`src/verilog/plc_pkg.sv`:
```
package plc_pkg;

  // Register offsets on the serial register port
  localparam logic [7:0] STATUS_LED_ON_TIME_ADDR = 8'h08;
  localparam logic [7:0] STATUS_LED_PERIOD_ADDR = 8'h09;
  localparam logic [7:0] AUX_LED_ON_TIME_ADDR = 8'h0A;
  localparam logic [7:0] AUX_LED_PERIOD_ADDR = 8'h0B;
  localparam logic [7:0] PERIPH_CONVERTER_CFG_ADDR = 8'h0C;
  localparam logic [7:0] PROC_CONVERTER_CFG_ADDR = 8'h0D;
  localparam logic [7:0] LINEAR_REGULATOR_CFG_ADDR = 8'h0E;

  // Reset values; strap bits are loaded separately after reset
  localparam logic [7:0] LED_REG_RST = 8'h00;
  localparam logic [7:0] PERIPH_CFG_RST = 8'h32;
  localparam logic [7:0] PROC_CFG_RST = 8'h68;
  localparam logic [7:0] LINEAR_CFG_RST = 8'h88;

  // Field positions
  localparam int SEL_BIT = 7;
  localparam int FIXED_FREQ_BIT = 7;
  localparam int BROWNOUT_HI = 6;
  localparam int BROWNOUT_LO = 5;
  localparam int SLEEP_KIND_BIT = 4;
  localparam int SLEEP_PIN_EN_BIT = 3;
  localparam int PERIPH_DISCH_BIT = 2;
  localparam int PERIPH_VOLT_HI = 1;
  localparam int PERIPH_STRAP_BIT = 0;
  localparam int SLEEP_PROC_OFF_BIT = 7;
  localparam int PROC_VOLT_HI = 6;
  localparam int PROC_STRAP_BIT = 4;
  localparam int SLEEP_PROC_VOLT_HI = 3;
  localparam int SLEEP_PROC_VOLT_LO = 2;
  localparam int MOTOR_BIT = 1;
  localparam int PROC_DISCH_BIT = 0;
  localparam int REG2_EN_BIT = 7;
  localparam int REG2_SLEEP_OFF_BIT = 6;
  localparam int REG2_VOLT_HI = 5;
  localparam int REG2_VOLT_LO = 4;
  localparam int REG1_EN_BIT = 3;
  localparam int REG1_SLEEP_OFF_BIT = 2;
  localparam int REG1_VOLT_HI = 1;
  localparam int REG1_VOLT_LO = 0;

  // Blink timing: one tick is the on-time step, period step is ten ticks
  localparam int CLK_HZ = 40000000;
  localparam int TICK_MS = 10;
  localparam int TICK_CYCLES = CLK_HZ / 1000 * TICK_MS;
  localparam logic [10:0] TICKS_PER_PERIOD_STEP = 11'h00A;
  localparam logic [1:0] STRAP_SETTLE = 2'h3;

  // Pin select decoding
  typedef enum logic [1:0] {
    SEL_CHARGER, SEL_BLINK, SEL_OFF, SEL_ON
  } plc_sel_e;

  // Period length in ticks, count+1 steps of 100 ms
  function automatic logic [10:0] plc_period_ticks(input logic [6:0] f);
    plc_period_ticks = 11'({4'h0, f} + 11'h001) * TICKS_PER_PERIOD_STEP;
  endfunction : plc_period_ticks

  // On phase holds while position is below count+1 ticks of 10 ms
  function automatic logic plc_blink_on(input logic [10:0] pos,
                                         input logic [6:0] f);
    plc_blink_on = pos < ({4'h0, f} + 11'h001);
  endfunction : plc_blink_on

endpackage : plc_pkg

```
`src/verilog/plc_config_regs.sv`:
```
`timescale 1ns/1ps

////////////////////////////////////////////////////////////////////////////
// Contract
// - Status LED select 00 charger, 01 blink, 10 off, 11 on.
// - Status LED period field, 100 ms per count, at least 100 ms.
// - Status LED on-time field, 10 ms per count, at least 10 ms.
// - Aux LED select 00 off, 01 blink, 10 off, 11 on.
// - Aux LED on-time field, 10 ms per count, at least 10 ms.
// - Aux LED period field, 100 ms per count, at least 100 ms.
// - Fixed-frequency bit forces both converters to PWM at light load.
// - Two bits choose the brownout threshold among four levels.
// - Active sleep pin enters wait if kind bit 0, low-power if 1.
// - Sleep pin is ignored unless its enable bit is set.
// - Peripheral rail discharged when disabled and discharge bit set.
// - Peripheral rail voltage from two bits; low bit strapped at reset.
// - Proc rail off in low-power mode when its off bit set.
// - Three-bit proc rail code selects one of eight voltages.
// - Low bit of proc rail code loaded from strap at reset.
// - Low-power uses proc code with top bit zero, lower from sleep bits.
// - Motor switch follows its control bit.
// - Proc rail discharged when off (wait, or low-power with rail-off bit) and discharge bit set.
// - Regulator enable and sleep-off decode full, reduced or off.
// - Second regulator voltage from bits 5 and 4.
// - First regulator voltage from bits 1 and 0.
// - Regulator voltage code accepted while disabled or in the enabling write.
module plc_config_regs #(
  parameter int TICK_LEN = plc_pkg::TICK_CYCLES
) (
  // Clock and reset
  input wire logic MCLK,
  input wire logic NRST,
  // Register port from the serial interface
  input wire logic REG_WR,
  input wire logic REG_RD,
  input wire logic [7:0] REG_ADDR,
  input wire logic [7:0] REG_WDATA,
  output logic [7:0] REG_RDATA,
  // Pins
  input wire logic SLEEP_REQUEST_PIN,
  input wire logic PERIPH_VOLT_STRAP,
  input wire logic PROC_VOLT_STRAP,
  input wire logic CHG_LED_REQ,
  // Open-drain LED pins
  input wire logic STATUS_LED_OUTPUT_I,
  output logic STATUS_LED_OUTPUT_O,
  output logic STATUS_LED_OUTPUT_OE,
  input wire logic AUX_LED_OUTPUT_I,
  output logic AUX_LED_OUTPUT_O,
  output logic AUX_LED_OUTPUT_OE,
  // Converter controls
  output logic FIXED_FREQ_FORCE,
  output logic [1:0] BROWNOUT_LEVEL,
  output logic WAIT_MODE,
  output logic LOW_POWER_MODE,
  output logic PERIPH_RAIL_EN,
  output logic PERIPH_RAIL_DISCHARGE,
  output logic [1:0] PERIPH_RAIL_VOLT,
  output logic PROC_RAIL_EN,
  output logic PROC_RAIL_DISCHARGE,
  output logic [2:0] PROC_RAIL_VOLT,
  output logic MOTOR_BUZZ_SWITCH,
  // Linear regulator controls
  output logic REG1_EN,
  output logic REG1_REDUCED,
  output logic [1:0] REG1_VOLT,
  output logic REG2_EN,
  output logic REG2_REDUCED,
  output logic [1:0] REG2_VOLT
);
  import plc_pkg::*;

  logic [7:0] led_on_r [2];
  logic [7:0] led_per_r [2];
  logic [7:0] periph_cfg_r;
  logic [7:0] proc_cfg_r;
  logic [7:0] linear_cfg_r;
  logic [7:0] linear_nxt;
  logic [7:0] rdata_nxt;
  logic sleep_s1_r, sleep_s2_r;
  logic pstrap_s1_r, pstrap_s2_r;
  logic cstrap_s1_r, cstrap_s2_r;
  logic [1:0] strap_cnt_r;
  logic strap_load;
  logic [31:0] tick_cnt_r;
  logic tick;
  logic [10:0] pos_r [2];
  logic [1:0] sel [2];
  logic [1:0] wr_led_on, wr_led_per;
  logic sleep_active, wait_mode, lp_mode, proc_off;
  logic drive [2];

  ////////////////////////////////////////////////////////////////////////////
  // Pin synchronisers

  always_ff @(posedge MCLK or negedge NRST)
  begin
    if (!NRST)
    begin
      sleep_s1_r <= 1'b0;
      sleep_s2_r <= 1'b0;
      pstrap_s1_r <= 1'b0;
      pstrap_s2_r <= 1'b0;
      cstrap_s1_r <= 1'b0;
      cstrap_s2_r <= 1'b0;
    end
    else
    begin
      sleep_s1_r <= SLEEP_REQUEST_PIN;
      sleep_s2_r <= sleep_s1_r;
      pstrap_s1_r <= PERIPH_VOLT_STRAP;
      pstrap_s2_r <= pstrap_s1_r;
      cstrap_s1_r <= PROC_VOLT_STRAP;
      cstrap_s2_r <= cstrap_s1_r;
    end
  end

  // Straps are taken once the synchronisers hold post-reset pin levels
  always_ff @(posedge MCLK or negedge NRST)
  begin
    if (!NRST)
      strap_cnt_r <= 2'h0;
    else if (strap_cnt_r != STRAP_SETTLE)
      strap_cnt_r <= strap_cnt_r + 2'h1;
  end

  assign strap_load = (strap_cnt_r == STRAP_SETTLE - 2'h1);

  ////////////////////////////////////////////////////////////////////////////
  // Register writes

  assign wr_led_on[0] = REG_WR && REG_ADDR == STATUS_LED_ON_TIME_ADDR;
  assign wr_led_per[0] = REG_WR && REG_ADDR == STATUS_LED_PERIOD_ADDR;
  assign wr_led_on[1] = REG_WR && REG_ADDR == AUX_LED_ON_TIME_ADDR;
  assign wr_led_per[1] = REG_WR && REG_ADDR == AUX_LED_PERIOD_ADDR;

  always_ff @(posedge MCLK or negedge NRST)
  begin
    if (!NRST)
    begin
      led_on_r[0] <= LED_REG_RST;
      led_on_r[1] <= LED_REG_RST;
      led_per_r[0] <= LED_REG_RST;
      led_per_r[1] <= LED_REG_RST;
    end
    else
    begin
      for (int i = 0; i < 2; i++)
      begin
        if (wr_led_on[i])
          led_on_r[i] <= REG_WDATA;
        if (wr_led_per[i])
          led_per_r[i] <= REG_WDATA;
      end
    end
  end

  // A host write in the strap cycle wins over the strap
  always_ff @(posedge MCLK or negedge NRST)
  begin
    if (!NRST)
      periph_cfg_r <= PERIPH_CFG_RST;
    else if (REG_WR && REG_ADDR == PERIPH_CONVERTER_CFG_ADDR)
      periph_cfg_r <= REG_WDATA;
    else if (strap_load)
      periph_cfg_r[PERIPH_STRAP_BIT] <= pstrap_s2_r;
  end

  always_ff @(posedge MCLK or negedge NRST)
  begin
    if (!NRST)
      proc_cfg_r <= PROC_CFG_RST;
    else if (REG_WR && REG_ADDR == PROC_CONVERTER_CFG_ADDR)
      proc_cfg_r <= REG_WDATA;
    else if (strap_load)
      proc_cfg_r[PROC_STRAP_BIT] <= cstrap_s2_r;
  end

  // Voltage codes are frozen while the regulator runs, so a live rail
  // never steps; the write that enables it may still carry a new code
  always_comb
  begin
    linear_nxt = REG_WDATA;
    if (linear_cfg_r[REG2_EN_BIT])
      linear_nxt[REG2_VOLT_HI:REG2_VOLT_LO] =
        linear_cfg_r[REG2_VOLT_HI:REG2_VOLT_LO];
    if (linear_cfg_r[REG1_EN_BIT])
      linear_nxt[REG1_VOLT_HI:REG1_VOLT_LO] =
        linear_cfg_r[REG1_VOLT_HI:REG1_VOLT_LO];
  end

  always_ff @(posedge MCLK or negedge NRST)
  begin
    if (!NRST)
      linear_cfg_r <= LINEAR_CFG_RST;
    else if (REG_WR && REG_ADDR == LINEAR_REGULATOR_CFG_ADDR)
      linear_cfg_r <= linear_nxt;
  end

  ////////////////////////////////////////////////////////////////////////////
  // Register reads, one cycle after the strobe; unmapped reads give zero

  always_comb
  begin
    unique case (REG_ADDR)
      STATUS_LED_ON_TIME_ADDR: rdata_nxt = led_on_r[0];
      STATUS_LED_PERIOD_ADDR: rdata_nxt = led_per_r[0];
      AUX_LED_ON_TIME_ADDR: rdata_nxt = led_on_r[1];
      AUX_LED_PERIOD_ADDR: rdata_nxt = led_per_r[1];
      PERIPH_CONVERTER_CFG_ADDR: rdata_nxt = periph_cfg_r;
      PROC_CONVERTER_CFG_ADDR: rdata_nxt = proc_cfg_r;
      LINEAR_REGULATOR_CFG_ADDR: rdata_nxt = linear_cfg_r;
      default: rdata_nxt = 8'h00;
    endcase
  end

  always_ff @(posedge MCLK or negedge NRST)
  begin
    if (!NRST)
      REG_RDATA <= 8'h00;
    else if (REG_RD)
      REG_RDATA <= rdata_nxt;
  end

  ////////////////////////////////////////////////////////////////////////////
  // Blink generators

  always_ff @(posedge MCLK or negedge NRST)
  begin
    if (!NRST)
      tick_cnt_r <= 32'h0;
    else if (tick)
      tick_cnt_r <= 32'h0;
    else
      tick_cnt_r <= tick_cnt_r + 32'h1;
  end

  assign tick = (tick_cnt_r >= 32'(TICK_LEN - 1));

  assign sel[0] = {led_on_r[0][SEL_BIT], led_per_r[0][SEL_BIT]};
  assign sel[1] = {led_on_r[1][SEL_BIT], led_per_r[1][SEL_BIT]};

  // Position restarts outside blink and on any write to that LED's registers,
  // so a new setting always begins in its on phase
  always_ff @(posedge MCLK or negedge NRST)
  begin
    if (!NRST)
    begin
      pos_r[0] <= 11'h000;
      pos_r[1] <= 11'h000;
    end
    else
    begin
      for (int i = 0; i < 2; i++)
      begin
        if (sel[i] != SEL_BLINK || wr_led_on[i] || wr_led_per[i])
          pos_r[i] <= 11'h000;
        else if (tick)
        begin
          if (pos_r[i] >= plc_period_ticks(led_per_r[i][6:0]) - 11'h001)
            pos_r[i] <= 11'h000;
          else
            pos_r[i] <= pos_r[i] + 11'h001;
        end
      end
    end
  end

  always_comb
  begin
    unique case (sel[0])
      SEL_CHARGER: drive[0] = CHG_LED_REQ;
      SEL_BLINK: drive[0] = plc_blink_on(pos_r[0], led_on_r[0][6:0]);
      SEL_OFF: drive[0] = 1'b0;
      SEL_ON: drive[0] = 1'b1;
    endcase
    unique case (sel[1])
      SEL_CHARGER: drive[1] = 1'b0;
      SEL_BLINK: drive[1] = plc_blink_on(pos_r[1], led_on_r[1][6:0]);
      SEL_OFF: drive[1] = 1'b0;
      SEL_ON: drive[1] = 1'b1;
    endcase
  end

  // Open-drain: the pad only ever pulls low
  assign STATUS_LED_OUTPUT_O = 1'b0;
  assign AUX_LED_OUTPUT_O = 1'b0;

  always_ff @(posedge MCLK or negedge NRST)
  begin
    if (!NRST)
    begin
      STATUS_LED_OUTPUT_OE <= 1'b0;
      AUX_LED_OUTPUT_OE <= 1'b0;
    end
    else
    begin
      STATUS_LED_OUTPUT_OE <= drive[0];
      AUX_LED_OUTPUT_OE <= drive[1];
    end
  end

  ////////////////////////////////////////////////////////////////////////////
  // Power modes and rail controls

  assign sleep_active = periph_cfg_r[SLEEP_PIN_EN_BIT] && sleep_s2_r;
  assign wait_mode = sleep_active && !periph_cfg_r[SLEEP_KIND_BIT];
  assign lp_mode = sleep_active && periph_cfg_r[SLEEP_KIND_BIT];
  assign proc_off = wait_mode ||
                    (lp_mode && proc_cfg_r[SLEEP_PROC_OFF_BIT]);

  always_ff @(posedge MCLK or negedge NRST)
  begin
    if (!NRST)
    begin
      FIXED_FREQ_FORCE <= 1'b0;
      BROWNOUT_LEVEL <= PERIPH_CFG_RST[BROWNOUT_HI:BROWNOUT_LO];
      WAIT_MODE <= 1'b0;
      LOW_POWER_MODE <= 1'b0;
      PERIPH_RAIL_EN <= 1'b1;
      PERIPH_RAIL_DISCHARGE <= 1'b0;
      PERIPH_RAIL_VOLT <= PERIPH_CFG_RST[PERIPH_VOLT_HI:0];
      PROC_RAIL_EN <= 1'b1;
      PROC_RAIL_DISCHARGE <= 1'b0;
      PROC_RAIL_VOLT <= PROC_CFG_RST[PROC_VOLT_HI:PROC_STRAP_BIT];
      MOTOR_BUZZ_SWITCH <= 1'b0;
    end
    else
    begin
      FIXED_FREQ_FORCE <= periph_cfg_r[FIXED_FREQ_BIT];
      BROWNOUT_LEVEL <= periph_cfg_r[BROWNOUT_HI:BROWNOUT_LO];
      WAIT_MODE <= wait_mode;
      LOW_POWER_MODE <= lp_mode;
      PERIPH_RAIL_EN <= !wait_mode;
      PERIPH_RAIL_DISCHARGE <= wait_mode &&
                               periph_cfg_r[PERIPH_DISCH_BIT];
      PERIPH_RAIL_VOLT <= periph_cfg_r[PERIPH_VOLT_HI:0];
      PROC_RAIL_EN <= !proc_off;
      PROC_RAIL_DISCHARGE <= proc_off &&
                             proc_cfg_r[PROC_DISCH_BIT];
      if (lp_mode)
        PROC_RAIL_VOLT <= {1'b0,
          proc_cfg_r[SLEEP_PROC_VOLT_HI:SLEEP_PROC_VOLT_LO]};
      else
        PROC_RAIL_VOLT <= proc_cfg_r[PROC_VOLT_HI:PROC_STRAP_BIT];
      MOTOR_BUZZ_SWITCH <= proc_cfg_r[MOTOR_BIT];
    end
  end

  always_ff @(posedge MCLK or negedge NRST)
  begin
    if (!NRST)
    begin
      REG1_EN <= LINEAR_CFG_RST[REG1_EN_BIT];
      REG1_REDUCED <= 1'b0;
      REG1_VOLT <= LINEAR_CFG_RST[REG1_VOLT_HI:REG1_VOLT_LO];
      REG2_EN <= LINEAR_CFG_RST[REG2_EN_BIT];
      REG2_REDUCED <= 1'b0;
      REG2_VOLT <= LINEAR_CFG_RST[REG2_VOLT_HI:REG2_VOLT_LO];
    end
    else
    begin
      REG1_EN <= linear_cfg_r[REG1_EN_BIT] &&
                 !(lp_mode && linear_cfg_r[REG1_SLEEP_OFF_BIT]);
      REG1_REDUCED <= linear_cfg_r[REG1_EN_BIT] && lp_mode &&
                      !linear_cfg_r[REG1_SLEEP_OFF_BIT];
      REG1_VOLT <= linear_cfg_r[REG1_VOLT_HI:REG1_VOLT_LO];
      REG2_EN <= linear_cfg_r[REG2_EN_BIT] &&
                 !(lp_mode && linear_cfg_r[REG2_SLEEP_OFF_BIT]);
      REG2_REDUCED <= linear_cfg_r[REG2_EN_BIT] && lp_mode &&
                      !linear_cfg_r[REG2_SLEEP_OFF_BIT];
      REG2_VOLT <= linear_cfg_r[REG2_VOLT_HI:REG2_VOLT_LO];
    end
  end

endmodule : plc_config_regs

```
`config.mk`:
```
export PLATFORM = sky130hd
export DESIGN_NAME = plc_config_regs
export DESIGN_NICKNAME = d
export VERILOG_FILES = /design/src/verilog/plc_pkg.sv /design/src/verilog/plc_config_regs.sv
export SDC_FILE = /design/constraint.sdc
export NUM_CORES = 1
export LEC_CHECK = 0
export ABC_AREA = 0
export BUFFER_PORTS_ARGS = -buffer_cell sky130_fd_sc_hd__buf_2
export CELL_PAD_IN_SITES_DETAIL_PLACEMENT = 0
export CELL_PAD_IN_SITES_GLOBAL_PLACEMENT = 2
export CORE_UTILIZATION = 45
export CTS_BUF_LIST = sky130_fd_sc_hd__clkbuf_8
export DETAILED_ROUTE_END_ITERATION = 10
export PLACE_DENSITY_LB_ADDON = 0.1
export SLEW_MARGIN = 20
export SYNTH_ARGS = -nofsm -noshare
export SYNTH_HDL_FRONTEND = slang
export SYNTH_SLANG_ARGS = --single-unit
```
`constraint.sdc`:
```
create_clock -name MCLK -period 12.5 [get_ports MCLK]
set_input_delay 2.5 -clock MCLK [delete_from_list [all_inputs] [get_ports MCLK]]
set_output_delay 2.5 -clock MCLK [all_outputs]
set_load 0.02 [all_outputs]
```
Word level (Yosys, flattened, before mapping)
Cells that the tools add are included.

Register bits after elaboration: 151. Bits in latches: 0. Memory bits (writable): 0. Bits in read-only memories: 0. Bits of input ports: 26. Output and inout bits: 35. Logic and storage cells: 134. Memories kept: 0.

Add/sub/neg operators: 10. Multipliers: 2. Divide/modulo/power cells: 0. Magnitude comparators: 5. Eq/ne operators: 17. Shift-type cells: 0. Muxes and demuxes: 15. Bitwise operators: 2. Reduce and logical (&&, ||, !) cells: 42.

Operators by type and width (count): 2-to-1 mux 11 bit (6); == test 8 x 4 -> 1 bit (second input constant) (7); case mux 8 bit (7 select lines) (1); adder 32 x 1 -> 32 bit (second input constant) (1); adder 7 x 1 -> 8 bit (second input constant) (4); >= comparator 32 x 19 -> 1 bit (second input constant) (1); 2-to-1 mux 32 bit (1); adder 11 x 1 -> 11 bit (second input constant) (2); >= comparator 11 bit (2); < comparator 11 x 8 -> 1 bit (2); subtractor 11 x 1 -> 11 bit (second input constant) (2); logical AND 1 bit (21); multiplier 8 x 3 -> 10 bit (second input constant) (2); == test 2 bit (second input constant) (5); nonzero test 2 bit (4); zero test 1 bit (7); logical OR 1 bit (5); == test 2 x 1 -> 1 bit (second input constant) (2); zero test 2 bit (2); 2-to-1 mux 1 bit (4); inequality test 2 x 1 -> 1 bit (second input constant) (2); case mux 1 bit (4 select lines) (1); AND reduction 2 bit (2); 2-to-1 mux 3 bit (1); other kinds (5) (6).

Depth between registers and ports, before layout
Depth in word-level cells: 7. Mapped depth: 19. Mapped depth without buffers: 18.

Worst setup path after synthesis
OpenSTA, ideal clock, no wires.

Path kind: flip-flop to flip-flop. Start point: reg led_per_r[0] (netlist bit). End point: reg pos_r[2] (netlist bit). Arrival: 4.207 ns. Required time: 12.378 ns. Setup slack: 8.172 ns. Stages on the path, launching flop included: 17. Period minus slack after synthesis: 4.328 ns. Path through: dfrtp_1 ha_1 nand3_1 xnor2_1 ha_1 fa_1 nor4_1 nand2b_1 nor3_1 nand2_1 xnor2_1 ha_1 nand4_1 or4_1 and3_1 buf_6 a32o_1.

Word-level cells in the longest chain between the ends: 7.

Ends and longest elaborated chain: start: declaration (RTL line plc_config_regs.sv:74) `logic [7:0] led_per_r [2];`; adder 7 x 1 -> 8 bit (RTL line plc_pkg.sv:58) `plc_period_ticks = 11'({4'h0, f} + 11'h001) * TICKS_PER_PERIOD_STEP;`; multiplier 8 x 3 -> 10 bit (RTL line plc_pkg.sv:58); subtractor 11 x 1 -> 11 bit (RTL line plc_config_regs.sv:260) `if (pos_r[i] >= plc_period_ticks(led_per_r[i][6:0]) - 11'h001)`; >= comparator 11 bit (RTL line plc_config_regs.sv:260); 2-to-1 mux 11 bit (RTL line plc_config_regs.sv:260); 2-to-1 mux 11 bit (RTL line plc_config_regs.sv:258) `else if (tick)`; 2-to-1 mux 11 bit (RTL line plc_config_regs.sv:256) `if (sel[i] != SEL_BLINK || wr_led_on[i] || wr_led_per[i])`; end signal: indexed assignment (RTL line plc_config_regs.sv:263) `pos_r[i] <= pos_r[i] + 11'h001;`; end: declaration (RTL line plc_config_regs.sv:87) `logic [10:0] pos_r [2];`.

Every way passes these cells. The select of a mux whose other input is x is not followed. A chain may end at the register's enable or synchronous reset.

Final worst setup path
Start point: reg led_per_r[8] (netlist bit). End point: reg pos_r[18] (netlist bit).

Same word-level chain as after synthesis.

==> results.sh <==
export IMPL_start_util_pct=46.4
export IMPL_path_class="register to register"
export IMPL_synthToLayoutAreaGrowth_pct=11.2
export IMPL_ys_warn_count=0
export IMPL_nets=942
export IMPL_syn_avg_cell_area_um2=10.9
export IMPL_clk_path_buf_depth=2
export IMPL_crit_path_end_kind="register"
export IMPL_cap_violations=0
export IMPL_synth_edf_count=0
export IMPL_yosysUniqueCellTypes=66
export IMPL_dr_wl_met2_um=9110
export IMPL_drt_pass1_iter_count=7
export IMPL_nFillCells=1638
export IMPL_clock_sinks=151
export IMPL_regArea_um2=3800
export IMPL_ys_ff_latch=151
export IMPL_tns_ns=0
export IMPL_cts_root_buf="clkbuf_8"
export IMPL_postCtsSetupBuffers=0
export IMPL_clk_pin_slew_worst_paths_ns=0.10
export IMPL_worst_path_max_fanout=16
export IMPL_fp_row_count=49
export IMPL_multiInputGateArea_um2=4430
export IMPL_required_ns=12.86
export IMPL_synth_area_um2=8420
export IMPL_clock_latency_ns=0.47
export IMPL_min_path_type="register to register"
export IMPL_totalWireLength_um=19400
export IMPL_grt_pass1_wl_um=32200
export IMPL_drtIter0Drc=314
export IMPL_async_reset_ff_share_pct=100
export IMPL_failed_checks="DRC"
export IMPL_grt_pass1_vias=6174
export IMPL_core_area_um2=18100
export IMPL_relSlewSlack_pct=36.3
export IMPL_overflow=0
export IMPL_grt_max_degree=103
export IMPL_skew_ns=0.0171
export IMPL_reg2reg_setup_slack_ns=7.18
export IMPL_die_y_um=139
export IMPL_peakVddDrop_mv=0.0671
export IMPL_drt_met1_wl_um=9300
export IMPL_cts_hold_buffers=0
export IMPL_n_antenna_cell=0
export IMPL_antenna_found_initial=0
export IMPL_fp_dieW_um=139
export IMPL_finalHoldViolations=0
export IMPL_final_cell_mix="dfrtp_1, ha_1, mux2_2, buf_2, nand2_1"
export IMPL_routedWlPerCell_um=17.8
export IMPL_htree_levels=4
export IMPL_final_common_cell="dfrtp_1"
export IMPL_vias_per_cell=5.55
export IMPL_die_area_um2=19300
export IMPL_cts_inserted_buffers=17
export IMPL_port_buffers=56
export IMPL_finalInstanceArea_um2=9370
export IMPL_critPathLaunchType="register"
export IMPL_yosysSeqAreaShare_pct=45.1
export IMPL_hold_slack_ns=0.363
export IMPL_synth_ff_type="dfrtp_1"
export IMPL_p_leak_uw=0.00445
export IMPL_vias=6042
export IMPL_tightest_slew_ns=0.956
export IMPL_arrival_ns=5.68
export IMPL_ios=61
export IMPL_ant_nets=0
export IMPL_cts_tree="built"
export IMPL_post_route_period_util_pct=42.6
export IMPL_syn_instance_count=776
export IMPL_postPlaceCellArea_um2=8950
export IMPL_fin_crit_ns=5.32
export IMPL_top_layer="met4"
export IMPL_power_density_nw_per_um2=108
export IMPL_rsz0062_at_grt="no"
export IMPL_status="finished with violations"
export IMPL_detailroute_wirelength_met3_um=647
export IMPL_layout_drive_gt1_share_pct=20.8
export IMPL_setup_violations_final=0
export IMPL_grtUsageTotal_pct=21.1
export IMPL_drc=2
export IMPL_timing_fmax_mhz=188
export IMPL_dp_hpwl_um=14100
export IMPL_slew_violations=0
export IMPL_cts_resized=0
export IMPL_gp_congestion=0.837
## synth_stat cells (7+ instances only)
cell     number  area [µm²]
a21o_1        9        67.6
a21oi_1      29         145
and3_1       23         144
buf_2         9        45.0
dfrtp_1     135        3380
dfstp_2      16         420
ha_1         67         838
inv_1        35         131
mux2_2       55         619
mux2i_1      10         100
mux4_2        7         158
nand2_1      48         180
nand3_1      45         225
nand4_1       8        50.1
nor2_1       45         169
nor2b_1      11        68.8
nor3_1       12        60.1
nor4_1        9        56.3
o21ai_0      29         145
o22ai_1      12        75.1
xnor2_1      32         280
xor2_1       27         236
## per-stage QoR
| step | power, µW | cells | utilization, % | setup WS [ns] |
|---|---|---|---|---|
| final | 1010 | 1089 | 51.6 | 7.18 |
| after global routing | 1050 | 1089 | 51.6 | 6.71 |
| after CTS | 1020 | 1089 | 51.6 | 7.14 |
| after detailed placement | 627 | 1057 | 49.3 | 7.14 |
| after global placement | 623 | 1057 | 49.3 | 7.30 |
| after floorplan | 588 | 790 | - | 8.17 |
## layer usage
metal	track usage, %	vias to the layer above
met5	0	-
met4	6.96	0
met3	3.56	24
met2	34.5	100
met1	28.5	2990
li1	-	2928
## kinds of logic (layout without fill, tap and decap cells)
| family | count (synthesis) | count (layout) | synth area share [%] |
|---|---|---|---|
| DFF | 151 | 151 | 45.1 |
| and+or+nand+nor | 237 | 237 | 14.7 |
| AOI/OAI and AO/OA | 132 | 132 | 10.2 |
| xor gates and xnor gates | 59 | 59 | 6.13 |
| buffers and inverters | 55 | 125 | 2.94 |
| adders and majority gates | 69 | 69 | 10.4 |
| other | 1 | 15 | 0.0445 |
| muxes | 72 | 72 | 10.4 |
## worst max-delay path, cell delays in order, from the launching register on
cell and delay (ns):
dfrtp_1 0.54, ha_1 0.33, and3_1 0.22, xor2_1 0.23
ha_1 0.31, fa_1 0.48, a21o_1 0.19, a21oi_1 0.23
xnor2_1 0.14, nor4_1 0.37, nand2_1 0.11, xnor2_1 0.15
ha_1 0.31, a21oi_1 0.13, o21ai_0 0.16, nor4_4 0.75
nand2_1 0.27, o31ai_1 0.27
## worst paths after layout
check | end | cells after the start | from
worst min register to register | cstrap_s2_r | 0 | cstrap_s1_r
max in group asynchronous | led_on_r[8] | 2 | NRST
worst max register to register | pos_r[18] | 17 | led_per_r[8]
worst min-delay path | cstrap_s2_r | 0 | cstrap_s1_r
worst max-delay path | pos_r[18] | 17 | led_per_r[8]
min in group asynchronous | tick_cnt_r[17] | 1 | NRST
## power breakdown
part / switching [µW] / leakage [µW] / internal (µW) / total, µW
registers: 15.2 / 0.00198 / 506 / 521
clock network: 230 / 0.000213 / 160 / 390
logic: 58.0 / 0.00227 / 38.1 / 96.1
## final cells by class
class                   instances  share of cell area (%)
clock buffers                  18                    2.65
clock inverters                14                    1.82
inverters                      35                    1.40
multi-input cells             584                    47.3
flip-flops and latches        151                    40.6
well taps                     229                    3.06
repair buffers                 58                    3.22
## sequential cells by signal, indices dropped and copies added, names as in the netlist, 2 cells and up
register / count
REG1_VOLT: 2
REG_RDATA: 8
strap_cnt_r: 2
proc_cfg_r: 8
led_on_r: 16
REG2_VOLT: 2
led_per_r: 16
PERIPH_RAIL_VOLT: 2
periph_cfg_r: 8
BROWNOUT_LEVEL: 2
linear_cfg_r: 8
pos_r: 22
PROC_RAIL_VOLT: 3
tick_cnt_r: 32
No activity file was read; power rests on OpenSTA's default activity.
